$ cat config.mk
export PLATFORM = sky130hd
export DESIGN_NAME = sadc_readout
export DESIGN_NICKNAME = d
export VERILOG_FILES = /design/src/sadc_pkg.sv /design/src/sadc_fifo_if.sv /design/src/sadc_fifo.sv /design/src/sadc_readout.sv
export SDC_FILE = /design/constraint.sdc
export NUM_CORES = 1
export LEC_CHECK = 0
export BUFFER_PORTS_ARGS = -buffer_cell sky130_fd_sc_hd__buf_2
export CAP_MARGIN = 20
export CORE_MARGIN = 10
export CORE_UTILIZATION = 25
export DETAILED_ROUTE_END_ITERATION = 10
export MAX_ROUTING_LAYER = met4
export PLACE_DENSITY = 0.38
export SLEW_MARGIN = 10
export SYNTH_ARGS = -nofsm -noshare
export SYNTH_HDL_FRONTEND = slang
export SYNTH_SLANG_ARGS = --single-unit
$ cat constraint.sdc
create_clock -name clock -period 3.75 [get_ports clock]
set_input_delay 0.1875 -clock clock [delete_from_list [all_inputs] [get_ports clock]]
set_output_delay 0.1875 -clock clock [all_outputs]
set_load 0.02 [all_outputs]
$ cat src/sadc_pkg.sv
// Function
// Select falling edge starts a conversion
// Output floats unless select is low
// One new output bit per clock rise
// Three zeros, then ten bits, MSB first
// Power-down low means shutdown, high normal
// Serial clock steps conversion and shifts data
// Select fall ends tracking, holds sample
// Conversion end returns sampler to track
// Conversion time equals clocks times period
// Host allows minimum acquisition before select
// Third clock rise presents the MSB
// Extra clocks give zeros, no disturbance
// Select rise clears counter, aborts conversion
package sadc_pkg;

  localparam int unsigned SADC_RES_BITS   = 10;
  localparam int unsigned SADC_FIFO_DEPTH = 16;
  localparam int unsigned SADC_CNT_W      = 4;

  // Serial clock rise numbers, counted from 1 after select falls
  localparam logic [3:0]  SADC_MSB_EDGE   = 4'h3;
  localparam logic [3:0]  SADC_LAST_EDGE  = 4'hC;
  localparam logic [3:0]  SADC_CNT_MAX    = 4'hF;

  localparam logic [9:0]  SADC_TRIAL_INIT = 10'h200;
  localparam logic [9:0]  SADC_CODE_RST   = 10'h000;

  typedef enum logic [1:0] {
    SADC_IDLE = 2'b00,
    SADC_CONV = 2'b01,
    SADC_DONE = 2'b11
  } sadc_state_t;

endpackage : sadc_pkg

$ cat src/sadc_fifo_if.sv
`timescale 1ns/1ps
`default_nettype none

interface sadc_fifo_if #(
  parameter int unsigned WIDTH = 10
);
  logic             wr_valid;
  logic             wr_ready;
  logic [WIDTH-1:0] wr_data;
  logic             rd_valid;
  logic             rd_ready;
  logic [WIDTH-1:0] rd_data;

  modport core (
    output wr_valid,
    output wr_data,
    input  wr_ready,
    input  rd_valid,
    input  rd_data,
    output rd_ready
  );

  modport fifo (
    input  wr_valid,
    input  wr_data,
    output wr_ready,
    output rd_valid,
    output rd_data,
    input  rd_ready
  );
endinterface : sadc_fifo_if

`default_nettype wire

$ cat src/sadc_fifo.sv
`timescale 1ns/1ps
`default_nettype none

module sadc_fifo #(
  parameter int unsigned WIDTH = 10,
  parameter int unsigned DEPTH = 16
) (
  input  wire logic clock,
  input  wire logic rst_n,
  sadc_fifo_if.fifo f
);
  localparam int unsigned AW = $clog2(DEPTH);

  logic [WIDTH-1:0] mem_r [DEPTH];
  logic [AW:0]      wr_ptr_r;
  logic [AW:0]      rd_ptr_r;
  logic [AW:0]      count_r;
  logic             do_wr;
  logic             do_rd;

  assign f.wr_ready = (count_r != (AW+1)'(DEPTH));
  assign f.rd_valid = (count_r != '0);
  assign f.rd_data  = mem_r[rd_ptr_r[AW-1:0]];
  assign do_wr      = f.wr_valid && f.wr_ready;
  assign do_rd      = f.rd_valid && f.rd_ready;

  always_ff @(posedge clock) begin
    if (do_wr) begin
      mem_r[wr_ptr_r[AW-1:0]] <= f.wr_data;
    end
  end

  always_ff @(posedge clock) begin
    if (!rst_n) begin
      wr_ptr_r <= '0;
      rd_ptr_r <= '0;
      count_r  <= '0;
    end else begin
      if (do_wr) begin
        wr_ptr_r <= (wr_ptr_r[AW-1:0] == AW'(DEPTH-1)) ? '0
                    : wr_ptr_r + 1'b1;
      end
      if (do_rd) begin
        rd_ptr_r <= (rd_ptr_r[AW-1:0] == AW'(DEPTH-1)) ? '0
                    : rd_ptr_r + 1'b1;
      end
      case ({do_wr, do_rd})
        2'b10:   count_r <= count_r + 1'b1;
        2'b01:   count_r <= count_r - 1'b1;
        default: count_r <= count_r;
      endcase
    end
  end
endmodule : sadc_fifo

`default_nettype wire

$ cat src/sadc_readout.sv
`timescale 1ns/1ps
`default_nettype none

module sadc_readout
  import sadc_pkg::*;
#(
  parameter int unsigned RES_BITS   = SADC_RES_BITS,
  parameter int unsigned FIFO_DEPTH = SADC_FIFO_DEPTH
) (
  input  wire logic                clock,
  input  wire logic                rst_n,
  input  wire logic                cs_n,
  input  wire logic                sclk,
  input  wire logic                power_down_n,
  input  wire logic                comp_above,
  output logic                     dout_o,
  output logic                     dout_oe_n,
  output logic [RES_BITS-1:0]      dac_code,
  output logic                     track_mode,
  output logic                     shutdown,
  output logic [RES_BITS-1:0]      result_data,
  output logic                     result_valid,
  input  wire logic                result_ready,
  output logic                     result_room
);

  // ---------------------------------------------------------------
  // Input synchronisers
  // ---------------------------------------------------------------
  localparam int unsigned NPIN = 4;

  logic [NPIN-1:0] pin_raw;
  logic [NPIN-1:0] meta_r;
  logic [NPIN-1:0] sync_r;
  logic [NPIN-1:0] prev_r;

  assign pin_raw = {comp_above, power_down_n, sclk, cs_n};

  // Syncs reset high: no false select fall after reset
  for (genvar i = 0; i < NPIN; i++) begin : g_sync
    always_ff @(posedge clock) begin
      if (!rst_n) begin
        meta_r[i] <= 1'b1;
        sync_r[i] <= 1'b1;
        prev_r[i] <= 1'b1;
      end else begin
        meta_r[i] <= pin_raw[i];
        sync_r[i] <= meta_r[i];
        prev_r[i] <= sync_r[i];
      end
    end
  end

  logic cs_low;
  logic pd_ok;
  logic comp_s;
  logic active;
  logic cs_fall;
  logic sclk_rise;

  assign cs_low    = ~sync_r[0];
  assign pd_ok     = sync_r[2];
  assign comp_s    = sync_r[3];
  assign active    = cs_low && pd_ok;
  assign cs_fall   = prev_r[0] && !sync_r[0];
  assign sclk_rise = !prev_r[1] && sync_r[1];

  // ---------------------------------------------------------------
  // Conversion sequencer
  // ---------------------------------------------------------------
  sadc_state_t                state_r;
  logic [SADC_CNT_W-1:0]      edge_cnt_r;
  logic [SADC_CNT_W-1:0]      edge_nxt;
  logic [3:0]                 bit_idx;
  logic                       data_edge;
  logic                       last_edge;

  assign edge_nxt  = (edge_cnt_r == SADC_CNT_MAX) ? edge_cnt_r
                     : edge_cnt_r + 1'b1;
  assign bit_idx   = SADC_LAST_EDGE - edge_nxt;
  // Only CONV decides, so a bit_idx wrapped past zero is never used
  assign data_edge = (state_r == SADC_CONV) && sclk_rise
                     && (edge_nxt >= SADC_MSB_EDGE);
  assign last_edge = data_edge && (edge_nxt == SADC_LAST_EDGE);

  // Select rise or power-down aborts from any state
  always_ff @(posedge clock) begin
    if (!rst_n) begin
      state_r <= SADC_IDLE;
    end else if (!active) begin
      state_r <= SADC_IDLE;
    end else begin
      case (state_r)
        SADC_IDLE: begin
          if (cs_fall) begin
            state_r <= SADC_CONV;
          end
        end
        SADC_CONV: begin
          if (last_edge) begin
            state_r <= SADC_DONE;
          end
        end
        SADC_DONE: state_r <= SADC_DONE;
        default:   state_r <= SADC_IDLE;
      endcase
    end
  end

  // Saturating count keeps late clocks from wrapping
  always_ff @(posedge clock) begin
    if (!rst_n) begin
      edge_cnt_r <= '0;
    end else if (!active || cs_fall) begin
      edge_cnt_r <= '0;
    end else if (sclk_rise && state_r != SADC_IDLE) begin
      edge_cnt_r <= edge_nxt;
    end
  end

  // ---------------------------------------------------------------
  // Successive approximation register
  // ---------------------------------------------------------------
  logic [RES_BITS-1:0] trial_r;

  always_ff @(posedge clock) begin
    if (!rst_n) begin
      trial_r <= SADC_CODE_RST;
    end else if (active && state_r == SADC_IDLE && cs_fall) begin
      trial_r <= SADC_TRIAL_INIT;
    end else if (data_edge) begin
      trial_r[bit_idx] <= comp_s;
      if (bit_idx != 4'h0) begin
        trial_r[bit_idx-4'h1] <= 1'b1;
      end
    end
  end

  assign dac_code   = trial_r;
  assign track_mode = (state_r != SADC_CONV);

  // ---------------------------------------------------------------
  // Serial output
  // ---------------------------------------------------------------
  always_ff @(posedge clock) begin
    if (!rst_n) begin
      dout_o <= 1'b0;
    end else if (!active || cs_fall) begin
      dout_o <= 1'b0;
    end else if (sclk_rise) begin
      dout_o <= data_edge ? comp_s : 1'b0;
    end
  end

  // Float follows select and power-down, never the state
  always_ff @(posedge clock) begin
    if (!rst_n) begin
      dout_oe_n <= 1'b1;
    end else begin
      dout_oe_n <= !active;
    end
  end

  // Registered so the flag cannot glitch
  always_ff @(posedge clock) begin
    if (!rst_n) begin
      shutdown <= 1'b0;
    end else begin
      shutdown <= !pd_ok;
    end
  end

  // ---------------------------------------------------------------
  // Result buffer
  // ---------------------------------------------------------------
  sadc_fifo_if #(.WIDTH(RES_BITS)) fq ();

  logic                pend_r;
  logic [RES_BITS-1:0] word_r;
  logic                done_d_r;

  always_ff @(posedge clock) begin
    if (!rst_n) begin
      done_d_r <= 1'b0;
    end else begin
      done_d_r <= last_edge;
    end
  end

  // Word is copied one cycle after the last decision lands
  // Pending word waits while the buffer is full
  always_ff @(posedge clock) begin
    if (!rst_n) begin
      pend_r <= 1'b0;
      word_r <= SADC_CODE_RST;
    end else if (done_d_r) begin
      pend_r <= 1'b1;
      word_r <= trial_r;
    end else if (fq.wr_ready) begin
      pend_r <= 1'b0;
    end
  end

  assign fq.wr_valid = pend_r;
  assign fq.wr_data  = word_r;
  assign fq.rd_ready = result_ready;
  assign result_data  = fq.rd_data;
  assign result_valid = fq.rd_valid;
  assign result_room  = fq.wr_ready;

  sadc_fifo #(
    .WIDTH (RES_BITS),
    .DEPTH (FIFO_DEPTH)
  ) u_fifo (
    .clock (clock),
    .rst_n (rst_n),
    .f     (fq.fifo)
  );

endmodule : sadc_readout

`default_nettype wire

After elaboration in Yosys (flattened, before gate mapping)
Memories as Yosys holds them, arrays and structs flattened. A register that Yosys moved wholly into a read port is not among the register bits.
Index checks and enable logic that the tools add are counted.

cells by class
  $add $sub $neg = 7
  order comparisons = 5
  equality and inequality tests = 12
  muxes and demuxes = 22
  bitwise operators = 3
  reduce and logical (&&, ||, !) cells = 29

operators with widths
  operator               count
  $mux W10               3
  $eq A4 B4 Y1 const B   4
  $add A5 B1 Y5 const B  3
  $logic_and A1 B1 Y1    13
  $mux W4                3
  $bwmux W10             1
  $lt A4 B5 Y1 const B   2
  $mux W5                2
  $or A10 B10 Y10        1
  $pmux W5 S2            1
  $demux W1 S4           2
  $ge A4 B1 Y1 const B   2
  $reduce_bool A2 Y1     4
  $mux W1                7
  $pmux W2 S3            1
  $ne A5 B5 Y1 const B   1
  $reduce_bool A5 Y1     1
  $sub A5 B1 Y5 const B  1
  $add A4 B1 Y4 const B  1
  $eq A2 B1 Y1 const B   2
  $eq A2 B2 Y1 const B   2
  $ge A4 B2 Y1 const B   1
  $logic_not A1 Y1       4
  $mux W2                2
  other kinds (10)       14

word-level totals
  bits in registers = 56
  RAM bits = 160
  word-level logic and storage cells = 102
  memories = 1

memories
  memory        depth  bits a word  read ports  clocked after memory_dff  write ports  RTL line         source
  u_fifo.mem_r  16     10           1           1                         1            sadc_fifo.sv:14  logic [WIDTH-1:0] mem_r [DEPTH];

Longest topological paths before layout
Gate-level depths: netlist (run 1).

  word-level depth = 12
  depth in mapped cells = 14

Modules after synthesis
From an unflattened synthesis (run 1), not the netlist that was laid out.

unflattened totals
  cell total of the unflattened synthesis = 603
  area total of the unflattened synthesis = 9127.5 sq um

modules (own cells, without submodules)
  module        instances  cells each  area each (sq um)  seq. area each (sq um)
  sadc_fifo     1          375         7028.0             5144.9
  sadc_readout  1          228         2099.5             820.8

Least setup slack after synthesis (run 1)
Ideal clock, no wire load.

  path type = flip-flop to flip-flop
  from = register u_fifo.count_r[0]
  to = register u_fifo.count_r[4]
  setup time = 0.115 ns
  data arrival time = 2.846 ns
  required time = 3.635 ns
  slack = 0.790 ns
  cell stages (with the launch flop) = 15
  clock period less this slack = 2.960 ns
  cells stage by stage = dfxtp_1 -> nor4_1 -> nand2_1 -> and2_1 -> clkbuf_1 -> inv_1 -> ha_1 -> inv_1 -> fa_1 -> nor2b_1 -> o21ai_0 -> and3_1 -> nor3_1 -> xor2_1 -> and2_1

between the ends
  longest elaborated chain between the ends = 4
  elaborated cells between the ends (all ways) = 10

ends and longest elaborated chain
  element                                                   RTL line            source
  start: declaration                                        sadc_fifo.sv:17     logic [AW:0] count_r;
  start signal: assignment                                  sadc_fifo.sv:48     2'b10: count_r <= count_r + 1'b1;
  start signal: assignment                                  sadc_fifo.sv:49     2'b01: count_r <= count_r - 1'b1;
  start signal: assignment                                  sadc_fifo.sv:50     default: count_r <= count_r;
  $ne A5 B5 Y1 *                                            sadc_fifo.sv:21     assign f.wr_ready = (count_r != (AW+1)'(DEPTH));
  net result_room                                           sadc_readout.sv:24  output logic result_room
  $logic_and A1 B1 Y1 *                                     sadc_fifo.sv:24     assign do_wr = f.wr_valid && f.wr_ready;
  $eq A2 B1 Y1 / $eq A2 B2 Y1 (equally long branches)       sadc_fifo.sv:47     case ({do_wr, do_rd})
  $pmux W5 S2 / $reduce_bool A2 Y1 (equally long branches)  --

Mark *: on every way through the listed nets, which the timed path passes. The rest lies on a longest branch.
A chain may end at the register's enable or synchronous reset.

Worst setup path in the final report (run 1)
  from = register edge_cnt_r[0]
  to = register trial_r[9], in the netlist dac_code[9]

between the ends
  longest elaborated chain between the ends = 12
  elaborated cells between the ends (all ways) = 24

ends and longest elaborated chain
  element                                                                      RTL line                                  source
  start: declaration                                                           sadc_readout.sv:72                        logic [SADC_CNT_W-1:0] edge_cnt_r;
  start signal: assignment                                                     sadc_readout.sv:117                       edge_cnt_r <= edge_nxt;
  $add A4 B1 Y4 / $eq A4 B4 Y1 (equally long branches)                         sadc_readout.sv:79, sadc_readout.sv:78
  $mux W4 *                                                                    sadc_readout.sv:78                        assign edge_nxt = (edge_cnt_r == SADC_CNT_MAX) ? edge_cnt_r
  $sub A4 B4 Y4                                                                sadc_readout.sv:80                        assign bit_idx = SADC_LAST_EDGE - edge_nxt;
  $sub A4 B1 Y4, or another cell as far along                                  sadc_readout.sv:134                       trial_r[bit_idx-4'h1] <= 1'b1;
  $lt A4 B5 Y1 (not written as such), or another cell as far along             sadc_readout.sv:134
  $logic_and A1 B1 Y1 (not written as such) / $mux W1 (equally long branches)  sadc_readout.sv:134, sadc_readout.sv:132
  $mux W1 (not written as such) / $demux W1 S4 (equally long branches)         sadc_readout.sv:134, sadc_readout.sv:132
  $demux W1 S4 / $bwmux W10 (equally long branches)                            sadc_readout.sv:134, sadc_readout.sv:132
  $or A10 B10 Y10 (no line)                                                    --
  $mux W10                                                                     sadc_readout.sv:133                       if (bit_idx != 4'h0) begin
  $mux W10                                                                     sadc_readout.sv:131                       end else if (data_edge) begin
  $mux W10                                                                     sadc_readout.sv:129                       end else if (active && state_r == SADC_IDLE && cs_fall) begin
  end signal: indexed assignment                                               sadc_readout.sv:132                       trial_r[bit_idx] <= comp_s;
  end: declaration                                                             sadc_readout.sv:124                       logic [RES_BITS-1:0] trial_r;

Every way passes the cells marked *; elsewhere a longest branch is shown, timed or not. The select of a mux whose other input is x is not followed.

==> flow_summary.toml, run 1 <==
[setup_path]
crit_path_end_kind = "register"
crit-reg2reg-launch = "edge_cnt_r[0]"
cp-start-kind = "register"
cp_data_required_time_ns = 4.21
worst-setup-path-type = "register to register"
slowest_stage = "dfxtp_1"
crit_buf_inv = 1
r2r_end = "dac_code[9]"
reg2reg_depth = 11
cp_max_fo = 17
max_stage_delay_ns = 0.67
crit_path_cell_trace = "inv_2 > ha_1 > nand2_1 > o21ai_0 > ha_1 > nor2_1 > a311oi_1 > nand2_1 > a221oi_1 > mux2_1 > a21boi_1"
worst-r2r-setup-slack_ns = 0.47
arrival_ns = 3.74
cp_top_family = "compound AO/OA/AOI/OAI gates"

[synth]
async_flop_share_pct = 0
synthFlopType = "edfxtp_1"
synth_edf_count = 160
synth.largest_area_cell = "edfxtp_1"
ys_ff_latch = 218
synthCells = 596
synthDistinctLibCells = 59
synth.area.top_cells = "edfxtp_1 (53%), dfxtp_1 (13%), mux4_2 (12%), mux2i_1 (2.1%), ha_1 (1.8%)"
yosysSeqAreaShare_pct = 65.6
syn_area_um2 = 9100
avgSynthCellArea_um2 = 15.3
synth_top_area_share_pct = 52.8
yosys_warnings = 0
syn_nets = 617

[final_layout]
area_delta_synth_final_pct = 19.7
final_cell_mix = "edfxtp_1 (160), dfxtp_1 (56), mux4_2 (50), nand2_1 (32), buf_2 (32)"
fillers = 3596
nets = 666
utilization_pct = 30.5
layout_commonest_cell = "edfxtp_1"
num_antenna_cells = 0
multiInputGateArea_um2 = 2980
drive_gt1_share_pct = 25.1
seq_area_um2 = 5970

[die]
die_h_um = 211
start_util_pct = 25.5
die-area_um2 = 44400
rows = 69
die_w_um = 211
coreArea_um2 = 35700
pin_count = 33

[clock_network]
htree_levels = 1
clock_latency_ns = 0.55
cts_buffers = 26
path_clk_slew_ns = 0.06
cts_tree = "yes"
clock_path_buffers = 3
cts.sinks = 218
cts_resized = 0
cts_root_buf = "clkbuf_16"

[outcome]
status = "complete, no violations"

[timing]
timing.fmax_mhz = 304
tightestPinTransition_ns = 0.977
rsz0062_at_grt = "no"
setup_viol = 0
skew_ns = 0.0294
finalHoldViolations = 0
max-slew-margin-rel_pct = 34.8
tns_ns = 0
period_needed_ns = 3.28
drv_slew = 0
finalCritPeriodShare_pct = 87.6

[route]
drt-total-wl_mm = 22.4
viasPerCell = 4.61
vias = 5188
drtAntennaViolNets = 0
wire_per_inst_um = 19.9
drc = 0
dr.pass1.iters = 4
drtIter0Drc = 299

[global_routing]
grt_max_degree = 41
grt_overflow = 0
grt_pass1_wl_mm = 34.1
grtUsageTotal_pct = 10.3
grt_pass1_vias = 5379
antenna_found_initial = 0

[power]
ir_drop_uv = 393
p_per_area_nw_per_um2 = 486
p_leak_nw = 3.58

[placement]
portBuffers = 32
dp_hpwl_mm = 14.5
gp_congestion = 0.812

[hold_path]
hold_class = "input pin to register"
hold_start = "result_ready"
hold_depth = 4

[flow_run]
maxCapViolCount = 0
==> registers in the layout (all words and copies together) (netlist names), named ones only <==
signal           flops
u_fifo.mem_r       160
dac_code            10
fq.wr_data          10
u_fifo.count_r       5
edge_cnt_r           4
meta_r               4
u_fifo.rd_ptr_r      4
u_fifo.wr_ptr_r      4
prev_r               2
state_r              2
sync_r               2
comp_s               1
done_d_r             1
dout_o               1
dout_oe_n            1
fq.wr_valid          1
pd_ok                1
shutdown             1
==> synthesized netlist by cell type (2+ instances only) <==
master and number:
xnor2_1 5, ha_1 13, or3_1 3, or4_1 2, o21ai_0 14, buf_1 8
nor3_1 10, and2_1 9, mux2i_1 19, nor4bb_1 3, a21oi_1 17, buf_2 2
o22ai_1 2, nor2_1 34, inv_2 4, nand3_1 12, a211oi_1 4, a22oi_1 2
nand2b_1 19, a21boi_1 2, nor2b_1 22, o21ai_1 3, a31oi_1 4, and3_1 3
xor2_1 3, or2_1 3, mux4_2 50, a311oi_1 4, nor3b_1 2, edfxtp_1 160
clkbuf_1 23, dfxtp_1 58, a21o_1 6, nor4_1 4, inv_1 11, nand2_1 32
and4b_1 2
==> cell type report <==
| cell class | count | area share [%] |
|---|---|---|
| Multi-Input combinational cell | 330 | 27.4 |
| Timing Repair Buffer | 54 | 3.19 |
| Sequential cell | 218 | 54.8 |
| Tap cell | 461 | 5.29 |
| Clock inverter | 19 | 2.18 |
| Clock buffer | 29 | 6.66 |
| Inverter | 15 | 0.517 |
==> power by group <==
group          switching (W)  leakage (nW)  internal, W
Combinational      0.0000169          1.17    0.0000139
Sequential        0.00000394          1.95      0.00256
Clock                0.00107         0.462      0.00164
Total                0.00109          3.58      0.00421
==> worst register-to-register path, stage by stage (launching register included) <==
cell      delay [ns]
dfxtp_1         0.67
inv_2           0.19
ha_1            0.64
nand2_1         0.08
o21ai_0         0.13
ha_1            0.22
nor2_1          0.05
a311oi_1        0.34
nand2_1         0.12
a221oi_1        0.29
mux2_1          0.37
a21boi_1        0.12
==> kinds of logic (layout without fill, tap and decap cells) <==
kind of cell	count (synthesis)	count (layout)	share of synthesized area (%)
compound gates	71	71	5.18
xor+xnor	8	8	0.770
fa+ha+maj	14	14	2.01
buf+inv	48	117	2.01
flops	218	218	65.6
mux	70	70	14.6
simple gates	167	167	9.86
==> through the flow <==
stage	worst slack [ns]	total power (W)	hold WS (ns)	std cells	area (um2)
2_1_floorplan	0.790	0.00263	0.289	596	9100
3_3_place_gp	0.613	0.00264	0.374	1074	9890
3_5_place_dp	0.516	0.00264	0.372	1074	9890
4_1_cts	0.486	0.00537	0.0687	1126	10900
5_1_grt	0.158	0.00548	0.120	1126	10900
6_report	0.465	0.00530	0.0907	1126	10900
==> how the worst max path moves through the flow <==
stage	from	endpoint	slack [ns]	cells after the start
global route	edge_cnt_r[0]	dac_code[8]	0.16	8
finish	edge_cnt_r[0]	dac_code[9]	0.47	11
CTS	edge_cnt_r[0]	dac_code[9]	0.49	11
floorplan	u_fifo.count_r[0]	u_fifo.count_r[4]	0.79	14
detailed placement	edge_cnt_r[0]	dac_code[9]	0.52	11
global placement	edge_cnt_r[0]	dac_code[8]	0.61	11
==> routing by layer <==
| layer | track usage [%] | share of wire (%) | wire length [um] |
|---|---|---|---|
| met1 | 13.9 | 47 | 10600 |
| met2 | 16.0 | 47 | 10600 |
| met3 | 1.66 | 3.8 | 849 |
| met4 | 2.45 | 1.5 | 335 |
| met5 | - | 0 | 0 |
==> what timing repair did <==
item / 4_1_cts / 5_1_grt
endpoints found under the hold margin: 4 / 0
setup endpoints to repair: 0 / 0
setup buffers: 0 / 0
hold buffers: 4 / 0
(Power assumes the default switching activity.)
==> inputs of run 2 (changes only) <==
==> constraint.sdc (replaced) <==
create_clock -name clock -period 3.75 [get_ports clock]
set_input_delay 0.75 -clock clock [delete_from_list [all_inputs] [get_ports clock]]
set_output_delay 0.75 -clock clock [all_outputs]
set_load 0.02 [all_outputs]
==> flow_summary.toml, run 2 (synthesized netlist as in run 1, its figures left out) <==
[setup_path]
reg2reg_depth = 8
cp-start-kind = "register"
worst-r2r-setup-slack_ns = 0.56
worst-setup-path-type = "register to output port"
arrival_ns = 2.58
crit_path_end_kind = "output port"
cp_max_fo = 16
cp_data_required_time_ns = 3.00
crit-reg2reg-launch = "edge_cnt_r[1]"

[clock_network]
clock_path_buffers = 3
cts_resized = 0
cts_tree = "yes"
htree_levels = 1
cts_buffers = 26
path_clk_slew_ns = 0.06
clock_latency_ns = 0.54
cts.sinks = 218
cts_root_buf = "clkbuf_16"
postCtsHoldBufs = 0
cts_setup_buffers = 0

[final_layout]
nets = 664
num_antenna_cells = 0
largest_reg_flops = 160
final_cell_mix = "edfxtp_1 (160), dfxtp_1 (56), mux4_2 (50), nand2_1 (32), buf_2 (32)"
fillers = 3604
area_delta_synth_final_pct = 18.8
layout_commonest_cell = "edfxtp_1"
final_cells = 1124
drive_gt1_share_pct = 24.7

[die]
die_h_um = 211
start_util_pct = 25.5
pin_count = 33
rows = 69
coreArea_um2 = 35700
die_w_um = 211
die-area_um2 = 44400

[timing]
rsz0062_at_grt = "no"
setup_viol = 0
period_needed_ns = 3.33
skew_ns = 0.0292
finalHoldViolations = 0
drv_slew = 0
tightestPinTransition_ns = 0.910
max-slew-margin-rel_pct = 39.2
finalCritPeriodShare_pct = 88.9
tns_ns = 0
timing.fmax_mhz = 300

[route]
drtAntennaViolNets = 0
vias = 5162
wire_per_inst_um = 19.8
drtIter0Drc = 305
dr.pass1.iters = 4
drt-total-wl_mm = 22.3
drc = 0
viasPerCell = 4.59

[power]
ir_drop_uv = 381
p_per_area_nw_per_um2 = 478
p_leak_nw = 3.56

[placement]
dp_hpwl_mm = 14.3
dpl.cell_count = 1076
gp_congestion = 0.831
portBuffers = 32

[hold_path]
hold_depth = 1
hold_class = "register to register"
hold_start = "meta_r[0]"

[flow_run]
maxCapViolCount = 0

[global_routing]
grt_overflow = 0
grt_pass1_vias = 5412
grt_max_degree = 41
antenna_found_initial = 0
grt_pass1_wl_mm = 34.0
grtUsageTotal_pct = 10.3

[outcome]
status = "complete, no violations"
[run 2: per-layer routing]
| metal | share of wire, % | wire length [um] | global-route usage, % |
|---|---|---|---|
| met5 | 0 | 0 | - |
| met4 | 1.6 | 354 | 2.47 |
| met3 | 4.5 | 1010 | 1.93 |
| met2 | 47 | 10600 | 15.9 |
| met1 | 46 | 10300 | 13.7 |
[run 2: worst paths after layout]
check / endpoint
setup / recovery: result_data[4]
hold reg to reg: sync_r[0]
setup reg to reg: dac_code[8]
hold / removal: sync_r[0]
[run 2: metrics by stage]
step / utilization (%) / setup WS, ns / area [um2] / hold WS, ns / total power (W)
2_1_floorplan: - / 0.790 / 9100 / 0.386 / 0.00263
3_3_place_gp: 27.7 / 0.701 / 9910 / 0.397 / 0.00264
3_5_place_dp: 27.7 / 0.648 / 9910 / 0.392 / 0.00264
4_1_cts: 30.2 / 0.330 / 10800 / 0.387 / 0.00524
5_1_grt: 30.2 / 0.286 / 10800 / 0.393 / 0.00534
6_report: 30.2 / 0.416 / 10800 / 0.404 / 0.00517
[run 2: critical path, cell delays in order, from the launching register on]
cell	delay (ns)
dfxtp_2	0.63
buf_4	0.37
mux4_2	0.35
mux4_2	0.50
buf_2	0.18
[run 2: layout make-up]
cell class	count	area [um2]	share of cell area, %
clock buffer	38	776	7.18
clock inverter	10	128	1.18
inverter	15	56.3	0.521
multi-input combinational	330	2980	27.6
sequential	218	5970	55.2
tap	461	577	5.34
timing repair buffer	52	323	2.99
[run 2: power breakdown]
part | switching, W | internal [W]
Clock | 0.00100 | 0.00158
Sequential | 0.00000363 | 0.00256
Combinational | 0.0000156 | 0.0000112
Total | 0.00102 | 0.00415
